File: config.mk
export PLATFORM = sky130hd
export DESIGN_NAME = fqh_host
export DESIGN_NICKNAME = d
export VERILOG_FILES = /design/src/hdl/fqh_pkg.sv /design/src/hdl/fqh_bus_cycle.sv /design/src/hdl/fqh_host.sv
export VERILOG_INCLUDE_DIRS = /design/src /design/src/hdl
export SDC_FILE = /design/constraint.sdc
export NUM_CORES = 1
export LEC_CHECK = 0
export BUFFER_PORTS_ARGS = -buffer_cell sky130_fd_sc_hd__buf_2
export CORE_MARGIN = 2
export CORE_UTILIZATION = 56
export DETAILED_ROUTE_END_ITERATION = 8
export PLACE_DENSITY = 0.83
export SYNTH_ARGS = -nofsm -noshare
export SYNTH_HDL_FRONTEND = slang
export SYNTH_SLANG_ARGS = --single-unit
File: constraint.sdc
create_clock -name core_clk_in -period 3.75 [get_ports core_clk_in]
set_input_delay 0.375 -clock core_clk_in [delete_from_list [all_inputs] [get_ports core_clk_in]]
set_output_delay 0.375 -clock core_clk_in [all_outputs]
set_load 0.03 [all_outputs]
File: src/hdl/fqh_consts.svh
// offsets, field positions, query command values and timing counts of the flash query host
`ifndef FQH_CONSTS_SVH
`define FQH_CONSTS_SVH

`define FQH_AW 23
`define FQH_DW 16

// own register map, byte addresses on apb
`define FQH_REG_CTRL 8'h00
`define FQH_REG_ADDR 8'h04
`define FQH_REG_WDATA 8'h08
`define FQH_REG_RDATA 8'h0c
`define FQH_REG_STATUS 8'h10
`define FQH_REG_MISADDR 8'h14

// control fields
`define FQH_CTRL_START 0
`define FQH_CTRL_OP_LO 1
`define FQH_CTRL_OP_HI 3
`define FQH_CTRL_OTHER_BUSY 4
`define FQH_CTRL_SUSPENDED 5

// status fields
`define FQH_ST_BUSY 0
`define FQH_ST_DONE 1
`define FQH_ST_REFUSED 2
`define FQH_ST_MISMATCH 3
`define FQH_ST_ERR_RESET 4
`define FQH_ST_MODE_LO 5
`define FQH_ST_MODE_HI 6
`define FQH_ST_ESR 7

// query entry command and the poll timeout error bit
`define FQH_QUERY_ADDR 23'h000055
`define FQH_QUERY_DATA 16'h0098
`define FQH_TIMEOUT_ERR_BIT 5

// span of the geometry and extended query check
`define FQH_VFY_FIRST 7'h27
`define FQH_VFY_LAST 7'h5b

// bus cycle timing
`define FQH_CLK_NS 10
`define FQH_T_SETUP_NS 20
`define FQH_T_WP_NS 50
`define FQH_T_OE_NS 100
`define FQH_T_HOLD_NS 20
`define FQH_CYC_MIN(ns) (((ns) + `FQH_CLK_NS - 1) / `FQH_CLK_NS)

`endif

File: src/hdl/fqh_pkg.sv
// types shared by the flash query host and its bus cycle engine
package fqh_pkg;
   `include "fqh_consts.svh"

   typedef enum logic [2:0] {
      OP_READ,
      OP_WRITE,
      OP_RESET,
      OP_AUTOSEL,
      OP_QUERY,
      OP_VERIFY,
      OP_POLL
   } fqh_op_t;

   typedef enum logic [1:0] {
      MD_READ,
      MD_AUTOSEL,
      MD_QUERY
   } fqh_mode_t;

   // one bus cycle as handed to the engine
   typedef struct packed {
      logic last;
      logic is_wr;
      logic [`FQH_AW-1:0] addr;
      logic [`FQH_DW-1:0] data;
   } fqh_cyc_t;

   // flash side pins, dq split into out and enable
   typedef struct packed {
      logic cs_n;
      logic we_n;
      logic oe_n;
      logic [`FQH_AW-1:0] addr;
      logic [`FQH_DW-1:0] dq_out;
      logic dq_oe;
   } fqh_pins_t;
endpackage

File: src/hdl/fqh_bus_cycle.sv
// single asynchronous flash read or write cycle on the parallel pins
`timescale 1ns/1ps
`include "fqh_consts.svh"
module fqh_bus_cycle import fqh_pkg::*; #(
   parameter logic [7:0] SETUP_CYC = 8'(`FQH_CYC_MIN(`FQH_T_SETUP_NS)),
   parameter logic [7:0] WP_CYC = 8'(`FQH_CYC_MIN(`FQH_T_WP_NS)),
   parameter logic [7:0] OE_CYC = 8'(`FQH_CYC_MIN(`FQH_T_OE_NS)),
   parameter logic [7:0] HOLD_CYC = 8'(`FQH_CYC_MIN(`FQH_T_HOLD_NS))
) (
   // clock and reset
   input wire logic core_clk_in,
   input wire logic rst_in,
   // cycle request
   input wire logic go_in,
   input wire fqh_cyc_t cyc_in,
   output logic done_out,
   output logic [`FQH_DW-1:0] rdata_out,
   // flash pins
   output fqh_pins_t pins_out,
   input wire logic [`FQH_DW-1:0] dq_in
);
   typedef enum logic [1:0] {PH_IDLE, PH_SETUP, PH_STROBE, PH_HOLD} fqh_ph_t;

   typedef struct packed {
      fqh_ph_t ph;
      logic [7:0] cnt;
      logic is_wr;
      logic done;
      logic [`FQH_DW-1:0] rdata;
      fqh_pins_t pins;
   } fqh_bc_st_t;

   fqh_bc_st_t s_r;
   fqh_bc_st_t s_nxt;

   always_comb begin
      s_nxt = s_r;
      s_nxt.done = 1'b0;
      unique case (s_r.ph)
         PH_IDLE: begin
            if (go_in) begin
               // address settles with cs low, so the later falling edge is we or oe
               s_nxt.is_wr = cyc_in.is_wr;
               s_nxt.pins.addr = cyc_in.addr;
               s_nxt.pins.dq_out = cyc_in.data;
               s_nxt.pins.dq_oe = cyc_in.is_wr;
               s_nxt.pins.cs_n = 1'b0;
               s_nxt.pins.oe_n = 1'b1;
               s_nxt.pins.we_n = 1'b1;
               s_nxt.cnt = SETUP_CYC - 8'h01;
               s_nxt.ph = PH_SETUP;
            end
         end
         PH_SETUP: begin
            if (s_r.cnt == 8'h00) begin
               if (s_r.is_wr) begin
                  s_nxt.pins.we_n = 1'b0;
                  s_nxt.cnt = WP_CYC - 8'h01;
               end else begin
                  s_nxt.pins.oe_n = 1'b0;
                  s_nxt.cnt = OE_CYC - 8'h01;
               end
               s_nxt.ph = PH_STROBE;
            end else begin
               s_nxt.cnt = s_r.cnt - 8'h01;
            end
         end
         PH_STROBE: begin
            if (s_r.cnt == 8'h00) begin
               // we rises before cs, so data is taken on the we edge with dq still driven
               if (s_r.is_wr) begin
                  s_nxt.pins.we_n = 1'b1;
               end else begin
                  s_nxt.rdata = dq_in;
                  s_nxt.pins.oe_n = 1'b1;
               end
               s_nxt.cnt = HOLD_CYC - 8'h01;
               s_nxt.ph = PH_HOLD;
            end else begin
               s_nxt.cnt = s_r.cnt - 8'h01;
            end
         end
         PH_HOLD: begin
            if (s_r.cnt == 8'h00) begin
               s_nxt.pins.cs_n = 1'b1;
               s_nxt.pins.dq_oe = 1'b0;
               s_nxt.done = 1'b1;
               s_nxt.ph = PH_IDLE;
            end else begin
               s_nxt.cnt = s_r.cnt - 8'h01;
            end
         end
      endcase
   end

   always_ff @(posedge core_clk_in) begin
      if (rst_in) begin
         s_r <= '{ph: PH_IDLE, cnt: 8'h00, is_wr: 1'b0, done: 1'b0, rdata: '0,
                  pins: '{cs_n: 1'b1, we_n: 1'b1, oe_n: 1'b1, addr: '0, dq_out: '0, dq_oe: 1'b0}};
      end else begin
         s_r <= s_nxt;
      end
   end

   assign done_out = s_r.done;
   assign rdata_out = s_r.rdata;
   assign pins_out = s_r.pins;
endmodule

File: src/hdl/fqh_host.sv
// apb controlled host that drives a multi-bank nor flash through its command pins
`timescale 1ns/1ps
`include "fqh_consts.svh"
module fqh_host import fqh_pkg::*; #(
   parameter logic [`FQH_AW-1:0] UNLOCK1_ADDR = '0,
   parameter logic [`FQH_DW-1:0] UNLOCK1_DATA = '0,
   parameter logic [`FQH_AW-1:0] UNLOCK2_ADDR = '0,
   parameter logic [`FQH_DW-1:0] UNLOCK2_DATA = '0,
   parameter logic [`FQH_DW-1:0] AUTOSEL_DATA = '0,
   parameter logic [`FQH_DW-1:0] RESET_DATA = '0
) (
   // clock and reset
   input wire logic core_clk_in,
   input wire logic rst_in,
   // apb slave
   input wire logic psel_in,
   input wire logic penable_in,
   input wire logic pwrite_in,
   input wire logic [7:0] paddr_in,
   input wire logic [31:0] pwdata_in,
   output logic [31:0] prdata_out,
   output logic pready_out,
   output logic pslverr_out,
   // flash pins
   output logic flash_cs_n_out,
   output logic flash_we_n_out,
   output logic flash_oe_n_out,
   output logic [`FQH_AW-1:0] flash_addr_out,
   output logic [`FQH_DW-1:0] flash_dq_out,
   output logic flash_dq_oe_out,
   input wire logic [`FQH_DW-1:0] flash_dq_in
);
   typedef enum logic [1:0] {ST_IDLE, ST_ISSUE, ST_WAIT} fqh_fsm_t;

   typedef struct packed {
      fqh_fsm_t fsm;
      fqh_op_t op;
      logic [1:0] step;
      logic [6:0] vaddr;
      logic [`FQH_AW-1:0] addr;
      logic [`FQH_DW-1:0] wdata;
      logic [`FQH_DW-1:0] rdata;
      logic [6:0] mis_addr;
      logic other_busy;
      logic suspended;
      fqh_mode_t mode;
      logic done;
      logic refused;
      logic mismatch;
      logic err_reset;
      logic [31:0] prdata;
   } fqh_host_st_t;

   fqh_host_st_t s_r;
   fqh_host_st_t s_nxt;

   fqh_cyc_t cyc;
   logic cyc_go;
   logic cyc_done;
   logic [`FQH_DW-1:0] cyc_rdata;
   fqh_pins_t pins;
   logic [16:0] expect_w;
   logic wr_hit;
   logic mapped;
   fqh_op_t req_op;
   logic req_ok;

   // expected query word, bit 16 set where the location is checked
   function automatic logic [16:0] query_word(input logic [6:0] a);
      logic [16:0] e;
      e = '0;
      unique case (a)
         7'h27: e = {1'b1, 16'h0018};
         7'h28: e = {1'b1, 16'h0001};
         7'h29, 7'h2a, 7'h2b: e = {1'b1, 16'h0000};
         7'h2c: e = {1'b1, 16'h0003};
         7'h2d, 7'h35: e = {1'b1, 16'h0007};
         7'h2e, 7'h30, 7'h36, 7'h38: e = {1'b1, 16'h0000};
         7'h2f, 7'h37: e = {1'b1, 16'h0020};
         7'h31: e = {1'b1, 16'h00fd};
         7'h32, 7'h33: e = {1'b1, 16'h0000};
         7'h34: e = {1'b1, 16'h0001};
         7'h39, 7'h3a, 7'h3b, 7'h3c: e = {1'b1, 16'h0000};
         7'h40: e = {1'b1, 16'h0050};
         7'h41: e = {1'b1, 16'h0052};
         7'h42: e = {1'b1, 16'h0049};
         7'h43: e = {1'b1, 16'h0031};
         7'h44: e = {1'b1, 16'h0033};
         7'h45: e = {1'b1, 16'h000c};
         7'h46: e = {1'b1, 16'h0002};
         7'h47, 7'h48: e = {1'b1, 16'h0001};
         7'h49: e = {1'b1, 16'h0007};
         7'h4a: e = {1'b1, 16'h00e7};
         7'h4b: e = {1'b1, 16'h0000};
         7'h4c: e = {1'b1, 16'h0002};
         7'h4d: e = {1'b1, 16'h0085};
         7'h4e: e = {1'b1, 16'h0095};
         7'h4f, 7'h50: e = {1'b1, 16'h0001};
         7'h57: e = {1'b1, 16'h0004};
         7'h58, 7'h5b: e = {1'b1, 16'h0027};
         7'h59, 7'h5a: e = {1'b1, 16'h0060};
         default: e = '0;
      endcase
      return e;
   endfunction

   // bus cycles of each operation; sequences are always issued whole
   always_comb begin
      cyc = '{last: 1'b1, is_wr: 1'b1, addr: s_r.addr, data: RESET_DATA};
      unique case (s_r.op)
         OP_READ, OP_POLL: begin
            cyc.is_wr = 1'b0;
         end
         OP_WRITE: begin
            cyc.data = s_r.wdata;
         end
         OP_RESET: begin
            // address bits are don't care to the device, the bank address is kept
            cyc.data = RESET_DATA;
         end
         OP_AUTOSEL: begin
            unique case (s_r.step)
               2'd0: cyc = '{last: 1'b0, is_wr: 1'b1, addr: UNLOCK1_ADDR, data: UNLOCK1_DATA};
               2'd1: cyc = '{last: 1'b0, is_wr: 1'b1, addr: UNLOCK2_ADDR, data: UNLOCK2_DATA};
               default: cyc = '{last: 1'b1, is_wr: 1'b1, addr: s_r.addr, data: AUTOSEL_DATA};
            endcase
         end
         OP_QUERY: begin
            cyc.addr = `FQH_QUERY_ADDR;
            cyc.data = `FQH_QUERY_DATA;
         end
         OP_VERIFY: begin
            cyc.is_wr = 1'b0;
            cyc.addr = `FQH_AW'(s_r.vaddr);
            cyc.last = (s_r.vaddr == `FQH_VFY_LAST);
         end
         default: cyc.is_wr = 1'b0;
      endcase
   end

   assign cyc_go = (s_r.fsm == ST_ISSUE);
   assign expect_w = query_word(s_r.vaddr);
   assign wr_hit = psel_in && penable_in && pwrite_in;
   assign mapped = (paddr_in == `FQH_REG_CTRL) || (paddr_in == `FQH_REG_ADDR) ||
                   (paddr_in == `FQH_REG_WDATA) || (paddr_in == `FQH_REG_RDATA) ||
                   (paddr_in == `FQH_REG_STATUS) || (paddr_in == `FQH_REG_MISADDR);
   assign req_op = fqh_op_t'(pwdata_in[`FQH_CTRL_OP_HI:`FQH_CTRL_OP_LO]);

   // legality of a new operation against the mode the host believes the bank is in
   always_comb begin
      unique case (req_op)
         OP_AUTOSEL: req_ok = (s_r.mode == MD_READ) && !pwdata_in[`FQH_CTRL_OTHER_BUSY];
         OP_QUERY: req_ok = (s_r.mode != MD_QUERY) && !pwdata_in[`FQH_CTRL_OTHER_BUSY];
         OP_VERIFY: req_ok = (s_r.mode == MD_QUERY);
         OP_READ, OP_WRITE, OP_RESET, OP_POLL: req_ok = 1'b1;
         default: req_ok = 1'b0;
      endcase
   end

   always_comb begin
      s_nxt = s_r;
      // register reads are latched in the setup cycle so prdata is a flop
      if (psel_in && !penable_in && !pwrite_in) begin
         s_nxt.prdata = '0;
         unique case (paddr_in)
            `FQH_REG_CTRL: begin
               s_nxt.prdata[`FQH_CTRL_OP_HI:`FQH_CTRL_OP_LO] = s_r.op;
               s_nxt.prdata[`FQH_CTRL_OTHER_BUSY] = s_r.other_busy;
               s_nxt.prdata[`FQH_CTRL_SUSPENDED] = s_r.suspended;
            end
            `FQH_REG_ADDR: s_nxt.prdata[`FQH_AW-1:0] = s_r.addr;
            `FQH_REG_WDATA: s_nxt.prdata[`FQH_DW-1:0] = s_r.wdata;
            `FQH_REG_RDATA: s_nxt.prdata[`FQH_DW-1:0] = s_r.rdata;
            `FQH_REG_STATUS: begin
               s_nxt.prdata[`FQH_ST_BUSY] = (s_r.fsm != ST_IDLE);
               s_nxt.prdata[`FQH_ST_DONE] = s_r.done;
               s_nxt.prdata[`FQH_ST_REFUSED] = s_r.refused;
               s_nxt.prdata[`FQH_ST_MISMATCH] = s_r.mismatch;
               s_nxt.prdata[`FQH_ST_ERR_RESET] = s_r.err_reset;
               s_nxt.prdata[`FQH_ST_MODE_HI:`FQH_ST_MODE_LO] = s_r.mode;
               // a suspended bank sits in suspend-read and returns status for its suspended sectors
               s_nxt.prdata[`FQH_ST_ESR] = s_r.suspended && (s_r.mode == MD_READ);
            end
            `FQH_REG_MISADDR: s_nxt.prdata[6:0] = s_r.mis_addr;
            default: s_nxt.prdata = '0;
         endcase
      end
      // clears come first so that a hardware set in the same cycle wins
      if (wr_hit) begin
         unique case (paddr_in)
            `FQH_REG_ADDR: s_nxt.addr = pwdata_in[`FQH_AW-1:0];
            `FQH_REG_WDATA: s_nxt.wdata = pwdata_in[`FQH_DW-1:0];
            `FQH_REG_STATUS: begin
               if (pwdata_in[`FQH_ST_DONE]) s_nxt.done = 1'b0;
               if (pwdata_in[`FQH_ST_REFUSED]) s_nxt.refused = 1'b0;
               if (pwdata_in[`FQH_ST_MISMATCH]) s_nxt.mismatch = 1'b0;
               if (pwdata_in[`FQH_ST_ERR_RESET]) s_nxt.err_reset = 1'b0;
            end
            `FQH_REG_CTRL: begin
               s_nxt.other_busy = pwdata_in[`FQH_CTRL_OTHER_BUSY];
               s_nxt.suspended = pwdata_in[`FQH_CTRL_SUSPENDED];
            end
            default: s_nxt.addr = s_r.addr;
         endcase
      end
      unique case (s_r.fsm)
         ST_IDLE: begin
            if (wr_hit && paddr_in == `FQH_REG_CTRL && pwdata_in[`FQH_CTRL_START]) begin
               if (req_ok) begin
                  s_nxt.op = req_op;
                  s_nxt.step = 2'd0;
                  s_nxt.vaddr = `FQH_VFY_FIRST;
                  s_nxt.fsm = ST_ISSUE;
               end else begin
                  s_nxt.refused = 1'b1;
               end
            end
         end
         ST_ISSUE: s_nxt.fsm = ST_WAIT;
         ST_WAIT: begin
            if (cyc_done) begin
               s_nxt.fsm = ST_ISSUE;
               if (!cyc.is_wr) s_nxt.rdata = cyc_rdata;
               if (s_r.op == OP_VERIFY && expect_w[16] && cyc_rdata != expect_w[15:0]) begin
                  if (!s_r.mismatch) s_nxt.mis_addr = s_r.vaddr;
                  s_nxt.mismatch = 1'b1;
               end
               if (!cyc.last) begin
                  s_nxt.step = s_r.step + 2'd1;
                  s_nxt.vaddr = s_r.vaddr + 7'h01;
               end else if (s_r.op == OP_POLL && cyc_rdata[`FQH_TIMEOUT_ERR_BIT]) begin
                  // the bank will not recover from a timed out operation by itself
                  s_nxt.op = OP_RESET;
                  s_nxt.err_reset = 1'b1;
               end else begin
                  s_nxt.fsm = ST_IDLE;
                  s_nxt.done = 1'b1;
                  unique case (s_r.op)
                     OP_RESET: s_nxt.mode = MD_READ;
                     OP_AUTOSEL: s_nxt.mode = MD_AUTOSEL;
                     OP_QUERY: s_nxt.mode = MD_QUERY;
                     default: s_nxt.mode = s_r.mode;
                  endcase
               end
            end
         end
         default: s_nxt.fsm = ST_IDLE;
      endcase
   end

   always_ff @(posedge core_clk_in) begin
      if (rst_in) begin
         s_r <= '0;
         s_r.fsm <= ST_IDLE;
         s_r.op <= OP_READ;
         s_r.mode <= MD_READ;
      end else begin
         s_r <= s_nxt;
      end
   end

   fqh_bus_cycle i_fqh_bus_cycle (
      .core_clk_in(core_clk_in),
      .rst_in(rst_in),
      .go_in(cyc_go),
      .cyc_in(cyc),
      .done_out(cyc_done),
      .rdata_out(cyc_rdata),
      .pins_out(pins),
      .dq_in(flash_dq_in)
   );

   assign prdata_out = s_r.prdata;
   assign pready_out = 1'b1;
   assign pslverr_out = psel_in && penable_in && !mapped;
   assign flash_cs_n_out = pins.cs_n;
   assign flash_we_n_out = pins.we_n;
   assign flash_oe_n_out = pins.oe_n;
   assign flash_addr_out = pins.addr;
   assign flash_dq_out = pins.dq_out;
   assign flash_dq_oe_out = pins.dq_oe;
endmodule

==> metrics.txt, run 1 <==
outcome complete, no violations; fraction of synthesized cell area in xor and xnor cells between 2 and 2.5%; Post-Syn Instances between 1000 and 1500; total grt overflow 0; Via Count about 8000; startpoint type of the worst setup path flip-flop; post-placement cell area 0.00932 sq mm; share of synthesized cell area in and, or, nand and nor gates between 20% and 30%; clock latency reported for the late side of the worst-skew pair approximately 430 ps; cell family contributing the most delay on the critical path compound AO/OA/AOI/OAI gates; number of buffers and inverters on the critical path 2; Tightest Hold Check Type in -> reg; slew margin rel. roughly a quarter; mean routed wirelength per cell ~18 microns; total routing usage reported by global routing 27.9%; combined area of all synthesized cells between 0.009 and 0.01 sq mm; path type of the worst setup path reg -> reg; cell types with the largest area share after synthesis sky130_fd_sc_hd__dfxtp_1 41%, sky130_fd_sc_hd__a21oi_1 6.7%, sky130_fd_sc_hd__nand2_1 6.4%, sky130_fd_sc_hd__buf_4 6.0%, sky130_fd_sc_hd__nor2_1 5.0%; post-synthesis sequential area ratio 41.5%; Setup Skew roughly 9.6 ps; total power of the final layout roughly 0.0044 W; Avg Vias per Cell 5.91; number of fill cells around 1300; critical path's largest stage delay around 490 ps; DIE WIDTH roughly 130 microns; quantity of gates resized following cts 0; root buffer selected by CTS sky130_fd_sc_hd__clkbuf_16; total setup buffers inserted after CTS 0; placement-stage worst setup slack around 300 ps; first drt pass iteration count 5; count of nets left with antenna violations after detail routing 0; share of layout cells above drive strength 1 a little under a fifth; CTS tree built; number of nets in the finished design around 1200; complex-gate fraction of the synthesized area roughly 17%; final count of hold timing violations 0; Die Footprint about 0.017 sq mm; global-route wire length before repair about 37 mm; register clock-pin slew on the reported worst setup and hold paths 70 ps; proportion of synthesized area in mux cells ~6%; global placement routability congestion 0.969; CP Max Fanout 7; top flip-flop cell by instance count after synthesis sky130_fd_sc_hd__dfxtp_1; number of CTS-inserted buffers 17; layout overhead on the synthesized area 9.87%; Sink Count approximately 190; synthesis-stage register bit count approximately 190; sum of routed wire length over all layers around 24 mm; 1st-iter DRT viols ~960; power density normalized to cell area ~440 mW/mm^2; Lkg Pwr 3.69 nW; count of warnings emitted by yosys 0; final routed DRC violation total 0; total core area roughly 0.016 sq mm; number of max-capacitance violations reported 0; number of I/O port buffers between 100 and 150; Max stage delay cell, worst path sky130_fd_sc_hd__dfxtp_1; post-synth top area cell sky130_fd_sc_hd__dfxtp_1; number of inserted diodes 0; CP arrival roughly 3700 ps; hold buffers post-CTS 0; setup TNS after final layout 0 ps; min cycle time layout 3360 ps; RSZ-0062 raised after global routing no; sum of net half-perimeters after detailed placement 16.9 mm; number of synthesized flops with an enable pin 0; post-synthesis average cell area 8.27 sq um; count of final setup violators 0; post-synth cell types between 70 and 80; maximum number of pins on one net before global-route repair between 80 and 90; fmax around 300 MHz; count of placed standard cells including taps 1320; Max Buffers Root-to-Sink 2; Peak supply drop about 0.38 mV; H-Tree Level Count 4; final design instance area without fill ~0.0099 sq mm; Tightest Pin Transition roughly 1100 ps; starting density of the core 57.0%; least setup slack across all paths after layout between 300 and 400 ps; endpoint type of the worst setup path flip-flop; most instantiated library cell after synthesis sky130_fd_sc_hd__dfxtp_1; via count of the first global-routing pass between 7000 and 8000; number of antenna violations at the first check in global routing 0; non-filler instance count after layout ~1400; main combinational cell family by area after synthesis simple AND/OR/NAND/NOR gates; Most Frequent Cell on Critical Path sky130_fd_sc_hd__ha_1; Row Count between 40 and 50; Period Utilization, post-route 89.7%; area share of the leading cell type in the synthesized netlist around two fifths; Synth Area in Adders 2.08%; Worst Path Required ~4100 ps; vertical die dimension around 130 microns; I/O pins 138; commonest cells in the netlist 187 x sky130_fd_sc_hd__dfxtp_1, 155 x sky130_fd_sc_hd__nand2_1, 121 x sky130_fd_sc_hd__a21oi_1, 121 x sky130_fd_sc_hd__nor2_1, 72 x sky130_fd_sc_hd__buf_4; Synth async-reset ratio 0%; critical path cell sequence ha_1 > nand2b_1 > o41a_1 > a21oi_2 > nor4b_1 > buf_4 > o221ai_1 > inv_1 > ha_1 > a21oi_1 > o21ai_0 > a32o_1; Final Max Slew Viols 0
-- cell type report --
type	count	area (sq um)	area share, %
tap	216	270	2.73
clock inverter	11	134	1.35
timing repair buffer	143	781	7.87
multi-input combinational	753	4450	44.9
clock buffer	20	457	4.61
inverter	21	80.1	0.808
sequential	187	3740	37.8
-- where the power goes --
| part | internal (W) | total (W) | switching, W |
|---|---|---|---|
| Clock | 0.00103 | 0.00180 | 0.000778 |
| Sequential | 0.00203 | 0.00207 | 0.0000371 |
| Combinational | 0.000189 | 0.000529 | 0.000340 |
-- per-stage QoR --
step                      hold slack, ps  utilization (%)
after floorplan                      432                -
after global placement               435             58.9
after detailed placement             442             58.9
after CTS                            151             62.6
after global routing                 149             62.6
final                                166             62.6
-- state kept, by name (all words and copies together), names as in the netlist --
name / flops
i_fqh_bus_cycle.rdata_out: 16
prdata_out: 23
i_fqh_bus_cycle.s_r: 11
expect_w: 9
i_fqh_bus_cycle.done_out: 1
s_r: 84
i_fqh_bus_cycle.pins_out: 43
-- routing by layer --
layer	global-route usage (%)	share of wire (%)
met5	0	0
met4	12.1	3.2
met3	5.78	9.9
met2	41.3	44
met1	39.5	43
-- worst paths after layout --
check,start,end,slack [ps],cells after the start
worst min register to register,i_fqh_bus_cycle.pins_out[27]$_SDFFE_PP0P_,i_fqh_bus_cycle.pins_out[27]$_SDFFE_PP0P_,450,2
worst max-delay path,s_r[102]$_SDFFE_PP0N_,expect_w[16]$_DFF_P_,390,12
worst max register to register,s_r[102]$_SDFFE_PP0N_,expect_w[16]$_DFF_P_,390,12
worst min-delay path,rst_in,s_r[110]$_SDFFE_PP0N_,170,2
-- cell families (layout without fill, tap and decap cells) --
kind of cell / Yosys count / after routing
AO/OA/AOI/OAI: 243 / 243
multiplexers: 47 / 47
adder cells (fa/ha/maj): 15 / 15
flip-flops: 187 / 187
other: 2 / 10
AND/OR/NAND/NOR: 415 / 415
buffers and inverters: 159 / 195
XOR/XNOR: 23 / 23
-- cells in the final DEF (no fill, tap or decap), drive strengths merged, types with 18 or more instances in the layout --
cell    synthesis  layout
xnor2          19      19
buf            79     143
nand3          44      44
nor2          122     122
mux2i          30      30
inv            19      23
clkbuf         59      20
dfxtp         187     187
a21oi         122     122
nor3           18      18
a22oi          33      33
o21ai          20      20
nand2         156     156
Note: power is estimated with default switching activity, not from simulation.
==> inputs of run 2 (changes only) <==
PLACE_DENSITY = 0.82   (was 0.83)
SYNTH_HIERARCHICAL = 1   (was not set)
==> run 2 against run 1 <==
First-iteration DRC count grew 2.1%. Largest power group unchanged. Largest cell class unchanged. Critical path depth rose by 4. Sequential cell count unchanged. Worst hold slack better by 7.2 ps. Power fell by 3.3%.
==> metrics.txt, run 2 <==
critical path's largest stage delay approximately 400 ps; vertical die dimension ~140 microns; post-synthesis average cell area 7.96 sq um; post-synth top area cell sky130_fd_sc_hd__dfxtp_1; Via Count 8614; top flip-flop cell by instance count after synthesis sky130_fd_sc_hd__dfxtp_1; outcome complete, no violations; Peak supply drop 0.321 mV; RSZ-0062 raised after global routing no; net switching power of the design between 0.001 and 0.0015 W; min cycle time layout roughly 3400 ps; post-synthesis sequential area ratio 38.3%; Avg Vias per Cell slightly below 6; main combinational cell family by area after synthesis simple AND/OR/NAND/NOR gates; startpoint type of the worst setup path flip-flop; final design instance area without fill between 0.01 and 0.015 sq mm; cell types with the largest area share after synthesis sky130_fd_sc_hd__dfxtp_1 38%, sky130_fd_sc_hd__nand2_1 9.2%, sky130_fd_sc_hd__buf_4 7.2%, sky130_fd_sc_hd__a21oi_1 7.0%, sky130_fd_sc_hd__mux2i_1 4.0%; sum of routed wire length over all layers 25.8 mm; area share of the leading cell type in the synthesized netlist about two fifths; CTS tree built; proportion of synthesized area in mux cells 4.26%; root buffer selected by CTS sky130_fd_sc_hd__clkbuf_16; layout overhead on the synthesized area 6.70%; Setup Skew between 10 and 15 ps; Combinational Power Share a little over a tenth; sum of net half-perimeters after detailed placement between 15 and 20 mm; most common cell after layout, fill and taps aside sky130_fd_sc_hd__nand2_1; number of nets in the finished design 1302; final core utilization between 60% and 70%; starting density of the core a little under three fifths; final routed DRC violation total 0; complex-gate fraction of the synthesized area roughly a fifth; setup TNS after final layout 0 ps; share of layout cells above drive strength 1 a little under a fifth; Worst Path Required around 4100 ps; 1st-iter DRT viols 984; Die Footprint 0.0185 sq mm; count of final setup violators 0; Max stage delay cell, worst path sky130_fd_sc_hd__dfxtp_1; global-route wire length before repair slightly above 40 mm; top library cells by usage in the layout, fill and taps aside 240 x sky130_fd_sc_hd__nand2_1, 186 x sky130_fd_sc_hd__dfxtp_1, 136 x sky130_fd_sc_hd__a21oi_1; total routing usage reported by global routing 28.2%; clock latency reported for the late side of the worst-skew pair around 440 ps; H-Tree Level Count 4; reg2reg setup slack about 330 ps; number of antenna violations at the first check in global routing 0; count of nets left with antenna violations after detail routing 0; mean routed wirelength per cell ~18 microns; clock network fraction of design power 41.4%; maximum number of pins on one net before global-route repair 94; combined area of all synthesized cells 0.00976 sq mm; number of inserted diodes 0; Most Frequent Cell on Critical Path sky130_fd_sc_hd__o21ai_0; fraction of synthesized cell area in xor and xnor cells under 10%; number of max-capacitance violations reported 0; commonest cells in the netlist 240 x sky130_fd_sc_hd__nand2_1, 187 x sky130_fd_sc_hd__dfxtp_1, 136 x sky130_fd_sc_hd__a21oi_1; number of I/O port buffers about 120; register clock-pin slew on the reported worst setup and hold paths about 70 ps; post-synth cell types 87; Row Count 48; share of synthesized cell area in and, or, nand and nor gates a little under a quarter; synthesis-stage register bit count about 190; global placement routability congestion approximately 0.94; total grt overflow 0; internal power consumption between 0.003 and 0.004 W; post-placement cell area a little under 0.01 sq mm; CP arrival between 3000 and 4000 ps; Tightest Pin Transition 1020 ps; non-filler instance count after layout 1464; Synth async-reset ratio 0%; I/O pins 138; total power of the final layout 0.00426 W; power share of the sequential group 47.9%; count of placed standard cells including taps ~1400; Period Utilization, post-route 91.2%; total core area approximately 0.017 sq mm; Synth Area in Adders under 10%; Post-Syn Instances between 1000 and 1500; register bank with the most flops s_r; most instantiated library cell after synthesis sky130_fd_sc_hd__nand2_1; number of CTS-inserted buffers 17; max reg flops 84; fmax between 200 and 300 MHz; DIE WIDTH approximately 140 microns; hold buffers post-CTS 0; power density normalized to cell area 409 mW/mm^2; number of synthesized flops with an enable pin 0; slew margin rel. 31.7%; Tightest Hold Check Type in -> reg; count of warnings emitted by yosys 6; endpoint type of the worst setup path flip-flop; path type of the worst setup path reg -> reg; critical path cell sequence ha_1 > and4b_1 > a21boi_2 > o211ai_2 > a211oi_2 > buf_4 > o21ai_0 > a31oi_2 > inv_1 > ha_1 > a2111oi_0 > o21ai_0 > o211ai_1 > a31oi_1 > o21ai_0 > o32ai_1; switching part of the total power 28.4%; final count of hold timing violations 0; Sink Count about 190; Max Buffers Root-to-Sink 2; total setup buffers inserted after CTS 0; CP Max Fanout 7; via count of the first global-routing pass just under 8000; Final Max Slew Viols 0; first drt pass iteration count 6; Lkg Pwr between 3 and 4 nW
-- run 2: cell count changes after synthesis, moves of 15 or more --
cell	previous run	this run
sky130_fd_sc_hd__a21oi_1	121	136
sky130_fd_sc_hd__nand2_1	155	240
sky130_fd_sc_hd__buf_4	72	93
sky130_fd_sc_hd__nor2_1	121	73
sky130_fd_sc_hd__nand3_1	44	21
sky130_fd_sc_hd__a22oi_1	33	3
sky130_fd_sc_hd__and3_1	4	21
-- run 2: worst paths after layout --
check,startpoint,to,cells past startpoint
worst max-delay path,s_r[102]$_SDFFE_PP0N_,expect_w[1]$_DFF_P_,16
worst min-delay path,flash_dq_in[1],i_fqh_bus_cycle/rdata_out[1]$_SDFFE_PP0P_,3
worst min register to register,s_r[34]$_SDFF_PP0_,s_r[34]$_SDFF_PP0_,2
worst max register to register,s_r[102]$_SDFFE_PP0N_,expect_w[1]$_DFF_P_,16
-- run 2: critical path: cells and delay by family (launching register included) --
kind                     cells  cell delay, ps
buffers and inverters        2             290
AND/OR/NAND/NOR              1             200
flip-flops                   1             400
adder cells (fa/ha/maj)      2             510
AO/OA/AOI/OAI               11            1880
-- run 2: power by group through the flow --
stage | logic, W | clock network, W | registers [W]
after floorplan | 0.000344 | 0 | 0.00208
after global placement | 0.000434 | 0 | 0.00208
after detailed placement | 0.000443 | 0 | 0.00209
after CTS | 0.000445 | 0.00178 | 0.00204
after global routing | 0.000491 | 0.00186 | 0.00204
final | 0.000453 | 0.00176 | 0.00204
-- run 2: area by class of cell --
cell class                 instances  area, sq um
clock buffer                      17          425
clock inverter                    15          148
fill                            1535         6760
inverter                          21         78.8
multi-input combinational        852         4930
sequential                       187         3740
tap                              225          282
timing repair buffer             147          811
-- run 2: cells by family (layout without fill, tap and decap cells) --
family                     count (synthesis)  in the layout
DFF                                      187            187
xor gates and xnor gates                  15             15
adders and majority gates                 15             15
buffers and inverters                    195            200
AOI/OAI and AO/OA                        289            289
muxes                                     41             41
and+or+nand+nor                          482            482
other                                      2             10
-- run 2: timing repair --
item | in CTS | in global routing
endpoints found under the hold margin | 0 | 0
gates resized for setup | 0 | 2
endpoints found under the setup margin | 0 | 1
-- run 2: stage by stage --
step / worst slack (ps) / hold WS (ps)
after global placement: 364 / 440
after floorplan: 568 / 432
after global routing: 28.6 / 175
final: 330 / 173
after detailed placement: 303 / 444
after CTS: 277 / 157
-- run 2: routing by layer --
layer | part of all wire, % | vias up | GRT usage, %
met3 | 7.6 | 53 | 5.78
met2 | 48 | 378 | 46.1
met4 | 2.5 | 0 | 10.4
met1 | 42 | 4053 | 36.8
li1 | - | 4130 | -
met5 | 0 | - | 0
